<file path="src/hw/ecp_pkg.sv">
// ecp_pkg: shared constants and types of the external coprocessor port.
// assumes a 32-bit thumb-style instruction word, first halfword in bits [31:16].
package ecp_pkg;

    localparam int CP_NUM    = 8;
    localparam int CPN_W     = 3;
    localparam int FIELD_W   = 4;
    localparam int DATA_W    = 32;
    localparam int PAIR_W    = 64;
    localparam int INSTR_W   = 32;
    localparam int FLAGS_W   = 4;

    // instruction field positions within the 32-bit word
    localparam int VARIANT_BIT   = 28;  // bit 12 of the first halfword
    localparam int HW1_LSB       = 16;
    localparam int CP_FIELD_LSB  = 8;
    localparam int RT_FIELD_LSB  = 12;
    localparam int RT2_FIELD_LSB = 16;
    localparam int OP1_LSB       = 20;
    localparam int OP1_W         = 6;
    localparam int MOVE_BIT      = 4;
    localparam int FLAGS_LSB     = 28;

    localparam logic [FIELD_W-1:0] CP_LIMIT = 4'h8;
    localparam logic [FIELD_W-1:0] RT_SP    = 4'hd;
    localparam logic [FIELD_W-1:0] RT_FLAGS = 4'hf;

    // reset values
    localparam logic [CP_NUM-1:0]  CP_VEC_RST = 8'h00;
    localparam logic [PAIR_W-1:0]  DATA_RST   = 64'h0000_0000_0000_0000;
    localparam logic [INSTR_W-1:0] INSTR_RST  = 32'h0000_0000;

    typedef enum logic [2:0] {
        K_NONE,
        K_MOVE_TO,
        K_MOVE_FROM,
        K_PAIR_TO,
        K_PAIR_FROM,
        K_DATAPROC,
        K_MEM
    } ecp_kind_t;

    typedef enum logic {
        ST_IDLE,
        ST_WAIT
    } ecp_state_t;

endpackage : ecp_pkg
</file>
<file path="src/hw/ecp_coproc_port.sv">
// ecp_coproc_port: processor-side issue port to up to eight external coprocessors.
// assumes the pipeline, the coprocessors and the load/store unit share ref_clk_in.
`timescale 1ns/1ps
`default_nettype none

// Summary of operation
// RQ1: each of eight coprocessors has its own valid, commit, cancel, reply and data lines.
// RQ2: issued instruction carries privilege, security state, kind and its architected fields.
// RQ3: supported kinds are moves to coprocessor, moves from it, and data processing.
// RQ4: a commit pulse tells the coprocessor the instruction is final and uninterruptible.
// RQ5: coprocessor may busy-wait the processor; interrupts still abandon the wait.
// RQ6: an error reply while waiting raises an undefined-instruction fault.
// RQ7: both encodings, differing only in the variant bit, behave the same.
// RQ8: single move from coprocessor naming register 15 loads the condition flags.
// RQ9: with no busy-wait, back-to-back moves sustain one word or pair per cycle.
// RQ10: coprocessor memory loads and stores on an enabled coprocessor fault as undefined.
// RQ11: transfers naming the stack pointer on an enabled coprocessor fault as undefined.
// RQ12: absent or disabled coprocessor gives the no-coprocessor fault.
// RQ13: no path exists to read or write coprocessor registers for debug.
// RQ14: coprocessor should expose its registers on its own peripheral slave port.
// RQ15: coprocessor hides secure data from non-secure debug using bus attributes.
// RQ16: coprocessor registers are never saved or restored on exceptions.
// RQ17: coprocessor keeps secure data away from non-secure handlers.
// RQ18: coprocessor must not rely on a synchronous fault after an error reply.
// RQ19: coprocessor issue waits one cycle after a load or store completes.
// RQ20: that cycle overlaps the load-use stall rather than adding to it.
// RQ21: each coprocessor number goes to the external port or the datapath, never both.
module ecp_coproc_port
    import ecp_pkg::*;
(
    input  wire logic                           ref_clk_in,
    input  wire logic                           reset_in,
    // pipeline issue side
    input  wire logic                           issue_valid_in,
    output logic                                issue_ready_out,
    input  wire logic [INSTR_W-1:0]             instr_word_in,
    input  wire logic                           priv_in,
    input  wire logic                           nonsecure_in,
    input  wire logic [DATA_W-1:0]              rt_data_in,
    input  wire logic [DATA_W-1:0]              rt2_data_in,
    input  wire logic [CP_NUM-1:0]              coproc_present_in,
    input  wire logic [CP_NUM-1:0]              coproc_access_ctrl_s_in,
    input  wire logic [CP_NUM-1:0]              coproc_access_ctrl_ns_in,
    input  wire logic [CP_NUM-1:0]              nonsecure_access_ctrl_in,
    input  wire logic [CP_NUM-1:0]              route_to_cde_in,
    input  wire logic                           lsu_complete_in,
    input  wire logic                           irq_pending_in,
    // coprocessor side
    output logic      [CP_NUM-1:0]              coproc_instr_valid_out,
    output logic      [CP_NUM-1:0]              coproc_commit_out,
    output logic      [CP_NUM-1:0]              coproc_cancel_out,
    output logic                                cp_priv_out,
    output logic                                cp_nonsecure_out,
    output ecp_kind_t                           cp_kind_out,
    output logic      [INSTR_W-1:0]             cp_instr_out,
    output logic      [PAIR_W-1:0]              cp_wdata_out,
    input  wire logic [CP_NUM-1:0]              coproc_stall_wait_in,
    input  wire logic [CP_NUM-1:0]              coproc_error_resp_in,
    input  wire logic [CP_NUM-1:0][PAIR_W-1:0]  coproc_rdata_in,
    // results, faults and datapath hand-off
    output logic                                result_valid_out,
    output logic                                result_pair_out,
    output logic      [FIELD_W-1:0]             result_rt_out,
    output logic      [FIELD_W-1:0]             result_rt2_out,
    output logic      [PAIR_W-1:0]              result_data_out,
    output logic                                flags_write_out,
    output logic      [FLAGS_W-1:0]             condition_flags_out,
    output logic                                cde_issue_out,
    output logic      [CPN_W-1:0]               cde_cp_out,
    output logic                                absent_coproc_fault_out,
    output logic                                undefined_instr_fault_out,
    output logic                                irq_take_out
);

    // no register access path and no state save exists here by design [RQ13] [RQ16]

    ecp_kind_t    dec_kind;
    logic [FIELD_W-1:0] dec_cp;
    logic [FIELD_W-1:0] dec_rt;
    logic [FIELD_W-1:0] dec_rt2;

    ecp_decode u_decode (
        .instr_word_in (instr_word_in),
        .kind_out      (dec_kind),
        .cp_num_out    (dec_cp),
        .rt_out        (dec_rt),
        .rt2_out       (dec_rt2)
    );

    ecp_state_t          state_ff,   nxt_state;
    ecp_kind_t           kind_ff,    nxt_kind;
    logic [CP_NUM-1:0]   valid_ff,   nxt_valid;
    logic [CP_NUM-1:0]   commit_ff,  nxt_commit;
    logic [CP_NUM-1:0]   cancel_ff,  nxt_cancel;
    logic [CPN_W-1:0]    cur_cp_ff,  nxt_cur_cp;
    logic [FIELD_W-1:0]  rt_ff,      nxt_rt;
    logic [FIELD_W-1:0]  rt2_ff,     nxt_rt2;
    logic [INSTR_W-1:0]  instr_ff,   nxt_instr;
    logic [PAIR_W-1:0]   wdata_ff,   nxt_wdata;
    logic                priv_ff,    nxt_priv;
    logic                ns_ff,      nxt_ns;
    logic                ls_gap_ff,  nxt_ls_gap;
    logic                res_vld_ff, nxt_res_vld;
    logic                res_pair_ff, nxt_res_pair;
    logic [FIELD_W-1:0]  res_rt_ff,  nxt_res_rt;
    logic [FIELD_W-1:0]  res_rt2_ff, nxt_res_rt2;
    logic [PAIR_W-1:0]   res_data_ff, nxt_res_data;
    logic                flag_wr_ff, nxt_flag_wr;
    logic [FLAGS_W-1:0]  flags_ff,   nxt_flags;
    logic                cde_ff,     nxt_cde;
    logic [CPN_W-1:0]    cde_cp_ff,  nxt_cde_cp;
    logic                absent_ff,  nxt_absent;
    logic                undef_ff,   nxt_undef;
    logic                irq_tk_ff,  nxt_irq_tk;

    logic [CPN_W-1:0]    cpi;
    logic                cp_enabled;
    logic                is_pair;
    logic                uses_sp;
    logic                busy;
    logic                sel_stall;
    logic                sel_err;
    logic                accept;
    logic                take;
    logic [PAIR_W-1:0]   sel_rdata;
    logic [INSTR_W-1:0]  instr_clean;

    always_comb
    begin
        cpi        = dec_cp[CPN_W-1:0];
        // numbers 8..15 are never served here; they read as absent
        cp_enabled = (dec_cp < CP_LIMIT) && coproc_present_in[cpi]
                     && (nonsecure_in ? (coproc_access_ctrl_ns_in[cpi]
                                         && nonsecure_access_ctrl_in[cpi])
                                      : coproc_access_ctrl_s_in[cpi]);
        is_pair    = (dec_kind == K_PAIR_TO) || (dec_kind == K_PAIR_FROM);
        uses_sp    = ((dec_kind == K_MOVE_TO) || (dec_kind == K_MOVE_FROM) || is_pair)
                     && ((dec_rt == RT_SP) || (is_pair && (dec_rt2 == RT_SP))); // [RQ11]
        busy       = (state_ff == ST_WAIT);
        sel_stall  = coproc_stall_wait_in[cur_cp_ff];
        sel_err    = coproc_error_resp_in[cur_cp_ff];
        sel_rdata  = coproc_rdata_in[cur_cp_ff];
        accept     = busy && !sel_stall && !sel_err;
        // the gap after a load/store only blocks the cycle after completion; a load-use
        // stall already holds the instruction through that same cycle [RQ19] [RQ20]
        issue_ready_out = !ls_gap_ff && (!busy || accept); // [RQ9]
        take        = issue_valid_in && issue_ready_out;
        instr_clean = instr_word_in;
        instr_clean[VARIANT_BIT] = 1'b0; // [RQ7]
    end

    always_comb
    begin
        nxt_state    = state_ff;
        nxt_kind     = kind_ff;
        nxt_valid    = valid_ff;
        nxt_commit   = CP_VEC_RST;
        nxt_cancel   = CP_VEC_RST;
        nxt_cur_cp   = cur_cp_ff;
        nxt_rt       = rt_ff;
        nxt_rt2      = rt2_ff;
        nxt_instr    = instr_ff;
        nxt_wdata    = wdata_ff;
        nxt_priv     = priv_ff;
        nxt_ns       = ns_ff;
        nxt_ls_gap   = lsu_complete_in; // [RQ19]
        nxt_res_vld  = 1'b0;
        nxt_res_pair = res_pair_ff;
        nxt_res_rt   = res_rt_ff;
        nxt_res_rt2  = res_rt2_ff;
        nxt_res_data = res_data_ff;
        nxt_flag_wr  = 1'b0;
        nxt_flags    = flags_ff;
        nxt_cde      = 1'b0;
        nxt_cde_cp   = cde_cp_ff;
        nxt_absent   = 1'b0;
        nxt_undef    = 1'b0;
        nxt_irq_tk   = 1'b0;

        if (busy)
        begin
            if (sel_err)
            begin
                // fault is reported but may still lose to a higher interrupt [RQ18]
                nxt_valid = CP_VEC_RST;
                nxt_undef = 1'b1; // [RQ6]
                nxt_state = ST_IDLE;
            end
            else if (sel_stall)
            begin
                if (irq_pending_in)
                begin
                    // abandon the wait; the instruction reissues after the handler [RQ5]
                    nxt_valid  = CP_VEC_RST;
                    nxt_cancel = valid_ff;
                    nxt_irq_tk = 1'b1;
                    nxt_state  = ST_IDLE;
                end
            end
            else
            begin
                nxt_commit = valid_ff; // [RQ4]
                nxt_valid  = CP_VEC_RST;
                nxt_state  = ST_IDLE;
                if ((kind_ff == K_MOVE_FROM) && (rt_ff == RT_FLAGS))
                begin
                    nxt_flag_wr = 1'b1; // [RQ8]
                    nxt_flags   = sel_rdata[FLAGS_LSB +: FLAGS_W];
                end
                else if ((kind_ff == K_MOVE_FROM) || (kind_ff == K_PAIR_FROM))
                begin
                    nxt_res_vld  = 1'b1;
                    nxt_res_pair = (kind_ff == K_PAIR_FROM);
                    nxt_res_rt   = rt_ff;
                    nxt_res_rt2  = rt2_ff;
                    nxt_res_data = (kind_ff == K_PAIR_FROM) ? sel_rdata
                                   : {{DATA_W{1'b0}}, sel_rdata[DATA_W-1:0]};
                end
            end
        end

        if (take)
        begin
            if (!cp_enabled)
                nxt_absent = 1'b1; // [RQ12]
            else if (route_to_cde_in[cpi])
            begin
                nxt_cde    = 1'b1; // [RQ21]
                nxt_cde_cp = cpi;
            end
            else if ((dec_kind == K_MEM) || (dec_kind == K_NONE) || uses_sp)
                nxt_undef = 1'b1; // [RQ10] [RQ11]
            else
            begin
                nxt_valid  = CP_VEC_RST;
                nxt_valid[cpi] = 1'b1; // [RQ1]
                nxt_state  = ST_WAIT;
                nxt_kind   = dec_kind; // [RQ3]
                nxt_cur_cp = cpi;
                nxt_rt     = dec_rt;
                nxt_rt2    = dec_rt2;
                nxt_instr  = instr_clean; // [RQ2]
                nxt_priv   = priv_in;
                nxt_ns     = nonsecure_in;
                nxt_wdata  = {rt2_data_in, rt_data_in};
            end
        end
    end

    always_ff @(posedge ref_clk_in or posedge reset_in)
    begin
        if (reset_in)
        begin
            state_ff    <= ST_IDLE;
            kind_ff     <= K_NONE;
            valid_ff    <= CP_VEC_RST;
            commit_ff   <= CP_VEC_RST;
            cancel_ff   <= CP_VEC_RST;
            cur_cp_ff   <= '0;
            rt_ff       <= '0;
            rt2_ff      <= '0;
            instr_ff    <= INSTR_RST;
            wdata_ff    <= DATA_RST;
            priv_ff     <= 1'b0;
            ns_ff       <= 1'b0;
            ls_gap_ff   <= 1'b0;
            res_vld_ff  <= 1'b0;
            res_pair_ff <= 1'b0;
            res_rt_ff   <= '0;
            res_rt2_ff  <= '0;
            res_data_ff <= DATA_RST;
            flag_wr_ff  <= 1'b0;
            flags_ff    <= '0;
            cde_ff      <= 1'b0;
            cde_cp_ff   <= '0;
            absent_ff   <= 1'b0;
            undef_ff    <= 1'b0;
            irq_tk_ff   <= 1'b0;
        end
        else
        begin
            state_ff    <= nxt_state;
            kind_ff     <= nxt_kind;
            valid_ff    <= nxt_valid;
            commit_ff   <= nxt_commit;
            cancel_ff   <= nxt_cancel;
            cur_cp_ff   <= nxt_cur_cp;
            rt_ff       <= nxt_rt;
            rt2_ff      <= nxt_rt2;
            instr_ff    <= nxt_instr;
            wdata_ff    <= nxt_wdata;
            priv_ff     <= nxt_priv;
            ns_ff       <= nxt_ns;
            ls_gap_ff   <= nxt_ls_gap;
            res_vld_ff  <= nxt_res_vld;
            res_pair_ff <= nxt_res_pair;
            res_rt_ff   <= nxt_res_rt;
            res_rt2_ff  <= nxt_res_rt2;
            res_data_ff <= nxt_res_data;
            flag_wr_ff  <= nxt_flag_wr;
            flags_ff    <= nxt_flags;
            cde_ff      <= nxt_cde;
            cde_cp_ff   <= nxt_cde_cp;
            absent_ff   <= nxt_absent;
            undef_ff    <= nxt_undef;
            irq_tk_ff   <= nxt_irq_tk;
        end
    end

    assign coproc_instr_valid_out    = valid_ff;
    assign coproc_commit_out         = commit_ff;
    assign coproc_cancel_out         = cancel_ff;
    assign cp_priv_out               = priv_ff;
    assign cp_nonsecure_out          = ns_ff;
    assign cp_kind_out               = kind_ff;
    assign cp_instr_out              = instr_ff;
    assign cp_wdata_out              = wdata_ff;
    assign result_valid_out          = res_vld_ff;
    assign result_pair_out           = res_pair_ff;
    assign result_rt_out             = res_rt_ff;
    assign result_rt2_out            = res_rt2_ff;
    assign result_data_out           = res_data_ff;
    assign flags_write_out           = flag_wr_ff;
    assign condition_flags_out       = flags_ff;
    assign cde_issue_out             = cde_ff;
    assign cde_cp_out                = cde_cp_ff;
    assign absent_coproc_fault_out   = absent_ff;
    assign undefined_instr_fault_out = undef_ff;
    assign irq_take_out              = irq_tk_ff;
endmodule : ecp_coproc_port

`default_nettype wire

</file>
<file path="src/hw/ecp_decode.sv">
// ecp_decode: classifies a coprocessor-space instruction word and extracts fields.
// assumes the word is stable while the issue stage looks at it; purely combinational.
`timescale 1ns/1ps
`default_nettype none

module ecp_decode
    import ecp_pkg::*;
(
    input  wire logic [INSTR_W-1:0] instr_word_in,
    output ecp_kind_t               kind_out,
    output logic      [FIELD_W-1:0] cp_num_out,
    output logic      [FIELD_W-1:0] rt_out,
    output logic      [FIELD_W-1:0] rt2_out
);

    logic [15:0]      hw1;
    logic [OP1_W-1:0] op1;
    logic             is_cp;

    always_comb
    begin
        hw1        = instr_word_in[INSTR_W-1:HW1_LSB];
        op1        = instr_word_in[OP1_LSB +: OP1_W];
        cp_num_out = instr_word_in[CP_FIELD_LSB +: FIELD_W];
        rt_out     = instr_word_in[RT_FIELD_LSB +: FIELD_W];
        rt2_out    = instr_word_in[RT2_FIELD_LSB +: FIELD_W];
        // the variant bit is never looked at, so both encodings decode alike
        is_cp      = (hw1[15:13] == 3'h7) && (hw1[11:10] == 2'h3); // [RQ7]
        kind_out   = K_NONE;
        if (is_cp)
        begin
            if (op1[5:4] == 2'h2)
            begin
                if (!instr_word_in[MOVE_BIT])
                    kind_out = K_DATAPROC; // [RQ3]
                else if (op1[0])
                    kind_out = K_MOVE_FROM;
                else
                    kind_out = K_MOVE_TO;
            end
            else if (op1[5:1] == 5'h02)
                kind_out = op1[0] ? K_PAIR_FROM : K_PAIR_TO;
            else if ((op1[5] == 1'b0) && !((op1[5:3] == 3'h0) && (op1[1] == 1'b0)))
                kind_out = K_MEM;
            else
                kind_out = K_NONE;
        end
    end

endmodule : ecp_decode

`default_nettype wire

</file>
<file path="config.mk">
export PLATFORM = sky130hd
export DESIGN_NAME = ecp_coproc_port
export DESIGN_NICKNAME = d
export VERILOG_FILES = /design/src/hw/ecp_pkg.sv /design/src/hw/ecp_coproc_port.sv /design/src/hw/ecp_decode.sv
export SDC_FILE = /design/constraint.sdc
export NUM_CORES = 1
export LEC_CHECK = 0
export ABC_CLOCK_PERIOD_IN_PS = 6500
export BUFFER_PORTS_ARGS = -buffer_cell sky130_fd_sc_hd__buf_2
export CORE_AREA = 2 2 339 341
export DETAILED_ROUTE_END_ITERATION = 7
export DIE_AREA = 0 0 341 343
export PLACE_DENSITY = 0.4
export SLEW_MARGIN = 20
export SYNTH_ARGS = -nofsm -noshare
export SYNTH_HDL_FRONTEND = slang
export SYNTH_SLANG_ARGS = --single-unit
export TNS_END_PERCENT = 10
</file>
<file path="constraint.sdc">
create_clock -name ref_clk_in -period 6.5 [get_ports ref_clk_in]
set_input_delay 0.65 -clock ref_clk_in [delete_from_list [all_inputs] [get_ports ref_clk_in]]
set_output_delay 0.65 -clock ref_clk_in [all_outputs]
set_load 0.02 [all_outputs]
</file>
==> results.cfg <==
[floorplan]
die_y_um = 343
io_pins = 883
start_util = 0.106
core_area_mm2 = 0.113
die_area_mm2 = 0.117
die_x_um = 341
rows = 124

[power_and_ir_drop]
powerDensity_mw_per_mm2 = 182
combPwrFrac = 0.139
leakage_uw = 0.00946
clock_power_share = 0.475
intPower_uw = 2560
peakVddDrop_mv = 0.172
power.share.sequential = 0.386
power_switching_uw = 929
switching_share = 0.266
p_total_uw = 3490

[global_routing]
grt_usage = 0.111
grt_max_degree = 111
overflow = 0
antenna_found_initial = 34
grt_pass1_vias = 12000
grt_pass1_wl_um = 92600

[clocking]
cts_hold_buf = 0
cts_buffer_depth = 3
cts_root_buffer = clkbuf_16
numCtsBuffers = 30
cts_max_level = 1
ctsResizeCount = 0
cts_tree = yes
clkLatencyLatePin_ns = 0.60
clock_sinks = 212
path_clk_slew_ns = 0.06
post-cts-setup-buffer-count = 0

[worst_setup_path]
path_max_fanout = 63
rrSetupSlack_ns = 2.60
worstPathRequired_ns = 6.98
cp_cell_sequence = mux4_2, mux2i_1, nand2_1, a211o_1, nor3_2, o21ai_4, buf_4, mux2_1
arrival_ns = 4.38
r2r_start = cur_cp_ff[0]
crit_type = reg2reg
crit_path_max_incr_delay_ns = 0.64
critical_path.slowest_cell = dfrtp_4
critPathLaunchType = flop
worst_r2r_path_depth = 8
end_kind = flop
r2r-end = cp_wdata_out[62]

[synthesis]
synth_area_leaders = dfrtp_1 44%, mux4_2 26%, mux2_1 9.1%, mux2i_1 6.5%, nand2_1 3.8%
synth-xor-area-share = 0
synth_fa_ha_area_frac = 0
synth_commonest_cells = 212 x dfrtp_1, 138 x mux4_2, 121 x nand2_1
synth.most_common_cell = dfrtp_1
synth_edf_count = 0
syn_inst = 881
yosys_warnings = 0
synthArstFlopShare = 1.00
synth_area_mm2 = 0.0120
yosys.area_share.simple = 0.0711
synth_ff_type = dfrtp_1
synth_cell_types = 44
netlist.area_leader.share = 0.441
synth_area_leader_cell = dfrtp_1
avgSynthCellArea_um2 = 13.6
synth_top_family_by_area = multiplexers
ys_seq_elements = 212
synth-seq-area-share = 0.441
synth_compound_gate_area_share = 0.0368
muxShareOfSynthArea = 0.423
syn-num-nets = 1552

[timing]
relSlewSlack = 0.367
holdWs_ns = 0.123
finalSetupTns_ns = 0
setup_viol = 0
timing.final.hold_violations = 0
final.min_clock_period_ns = 3.90
slew_viol_final = 0
rsz0062_at_grt = no
fmax_ghz = 0.256
fin_crit_sh = 0.600
fin_skew_ns = 0.0206
worstMarginPinSlew_ns = 0.950

[min_path]
hold_class = in2async

[detailed_routing]
first_pass_iters = 5
ant_nets = 0
vias = 11300
postRouteWirelength_um = 68400
drt_iter0_drc = 384
wl_per_cell_um = 20.9
viasPerCell = 3.46
drcViolationCount = 0

[cells_and_area]
drive_above_1_share = 0.627
multiInputGateArea_mm2 = 0.00640
regArea_mm2 = 0.00532
postLayoutCellArea_mm2 = 0.0192
area_growth_pct = 59.4
nNetsFinal = 2404
fill_cells = 12800

[run]
maxCapViolCount = 0

[place]
port_buffers = 880
dpl.hpwl_um = 57100
place_area_mm2 = 0.0182
place_congestion = 0.850

[run_status]
status = finished clean
[cells by family (layout without fill, tap and decap cells)]
logic type	after synthesis	count (layout)
multiplexers	322	322
AND/OR/NAND/NOR	185	185
flip-flops	212	212
buffers and inverters	81	956
AO/OA/AOI/OAI	80	80
other	1	3
[flip-flops by register name (all words and copies together), names as in the netlist, 2 cells and up]
register,cells
coproc_instr_valid_out,8
condition_flags_out,4
result_rt2_out,4
cp_wdata_out,64
rt_ff,3
coproc_cancel_out,8
cur_cp_ff,2
cp_kind_out,3
rt2_ff,3
cde_cp_out,3
cp_instr_out,23
result_rt_out,4
coproc_commit_out,8
result_data_out,64
[worst max-delay path: cells and delay by family (launching register included)]
family,cells,cell delay [ns]
muxes,3,1.58
DFF,1,0.64
AOI/OAI and AO/OA,2,0.61
buffers and inverters,1,0.44
and+or+nand+nor,2,0.39
[cells in the final DEF (no fill, tap or decap), drive strengths merged, types with 2 or more instances in the layout]
cell type | Yosys | final
nand3 | 5 | 5
buf | 31 | 892
a211oi | 2 | 2
or3 | 3 | 3
clkinv | 0 | 11
nor2b | 5 | 5
nor2 | 7 | 7
mux2i | 78 | 78
inv | 9 | 10
nand2b | 8 | 8
dfrtp | 212 | 212
clkinvlp | 0 | 3
o221ai | 3 | 3
o21ai | 63 | 63
mux4 | 138 | 138
and2 | 22 | 22
nor3b | 4 | 4
diode | 0 | 2
a21oi | 4 | 4
clkbuf | 41 | 39
nor3 | 3 | 3
mux2 | 106 | 106
nand2 | 121 | 121
nand4b | 2 | 2
[per-stage QoR]
step	cells	setup WS, ns	util
6_report	3270	2.60	0.169
5_1_grt	3268	2.34	0.169
4_1_cts	3268	2.52	0.169
3_5_place_dp	3213	2.34	0.160
3_3_place_gp	3213	2.41	0.160
2_1_floorplan	881	0.0558	-
[how the worst max path moves through the flow]
stage	start	endpoint	slack, ns	cells past startpoint
after detailed placement	instr_word_in[10]	cp_wdata_out[62]	2.34	9
after global placement	instr_word_in[8]	rt2_ff[0]	2.41	9
final	cur_cp_ff[0]	cp_wdata_out[62]	2.60	8
after floorplan	reset_in	absent_coproc_fault_out	0.06	1
after CTS	cur_cp_ff[0]	cp_wdata_out[62]	2.52	8
after global routing	cur_cp_ff[0]	cp_wdata_out[62]	2.34	8
[power by group through the flow]
| stage | logic, uW | registers [uW] | clock network (uW) |
|---|---|---|---|
| 6_report | 486 | 1350 | 1660 |
| 5_1_grt | 529 | 1350 | 1810 |
| 4_1_cts | 496 | 1350 | 1750 |
| 3_5_place_dp | 495 | 1370 | 0 |
| 3_3_place_gp | 491 | 1370 | 0 |
| 2_1_floorplan | 178 | 1390 | 0 |
[area by class of cell]
type | instances | area share
Multi-Input combinational cell | 588 | 0.334
Sequential cell | 212 | 0.277
Timing Repair Buffer | 892 | 0.236
Tap cell | 1512 | 0.0987
Clock buffer | 39 | 0.0441
Clock inverter | 16 | 0.00764
Inverter | 9 | 0.00215
Antenna cell | 2 | 0.000261
[layer usage]
| metal | global-route usage | vias up | part of all wire |
|---|---|---|---|
| met5 | 0 | - | 0.0013 |
| li1 | - | 5042 | - |
| met1 | 0.132 | 5567 | 0.39 |
| met3 | 0.0416 | 101 | 0.098 |
| met4 | 0.0223 | 14 | 0.021 |
| met2 | 0.192 | 586 | 0.49 |
No activity file was read; power rests on OpenSTA's default activity.
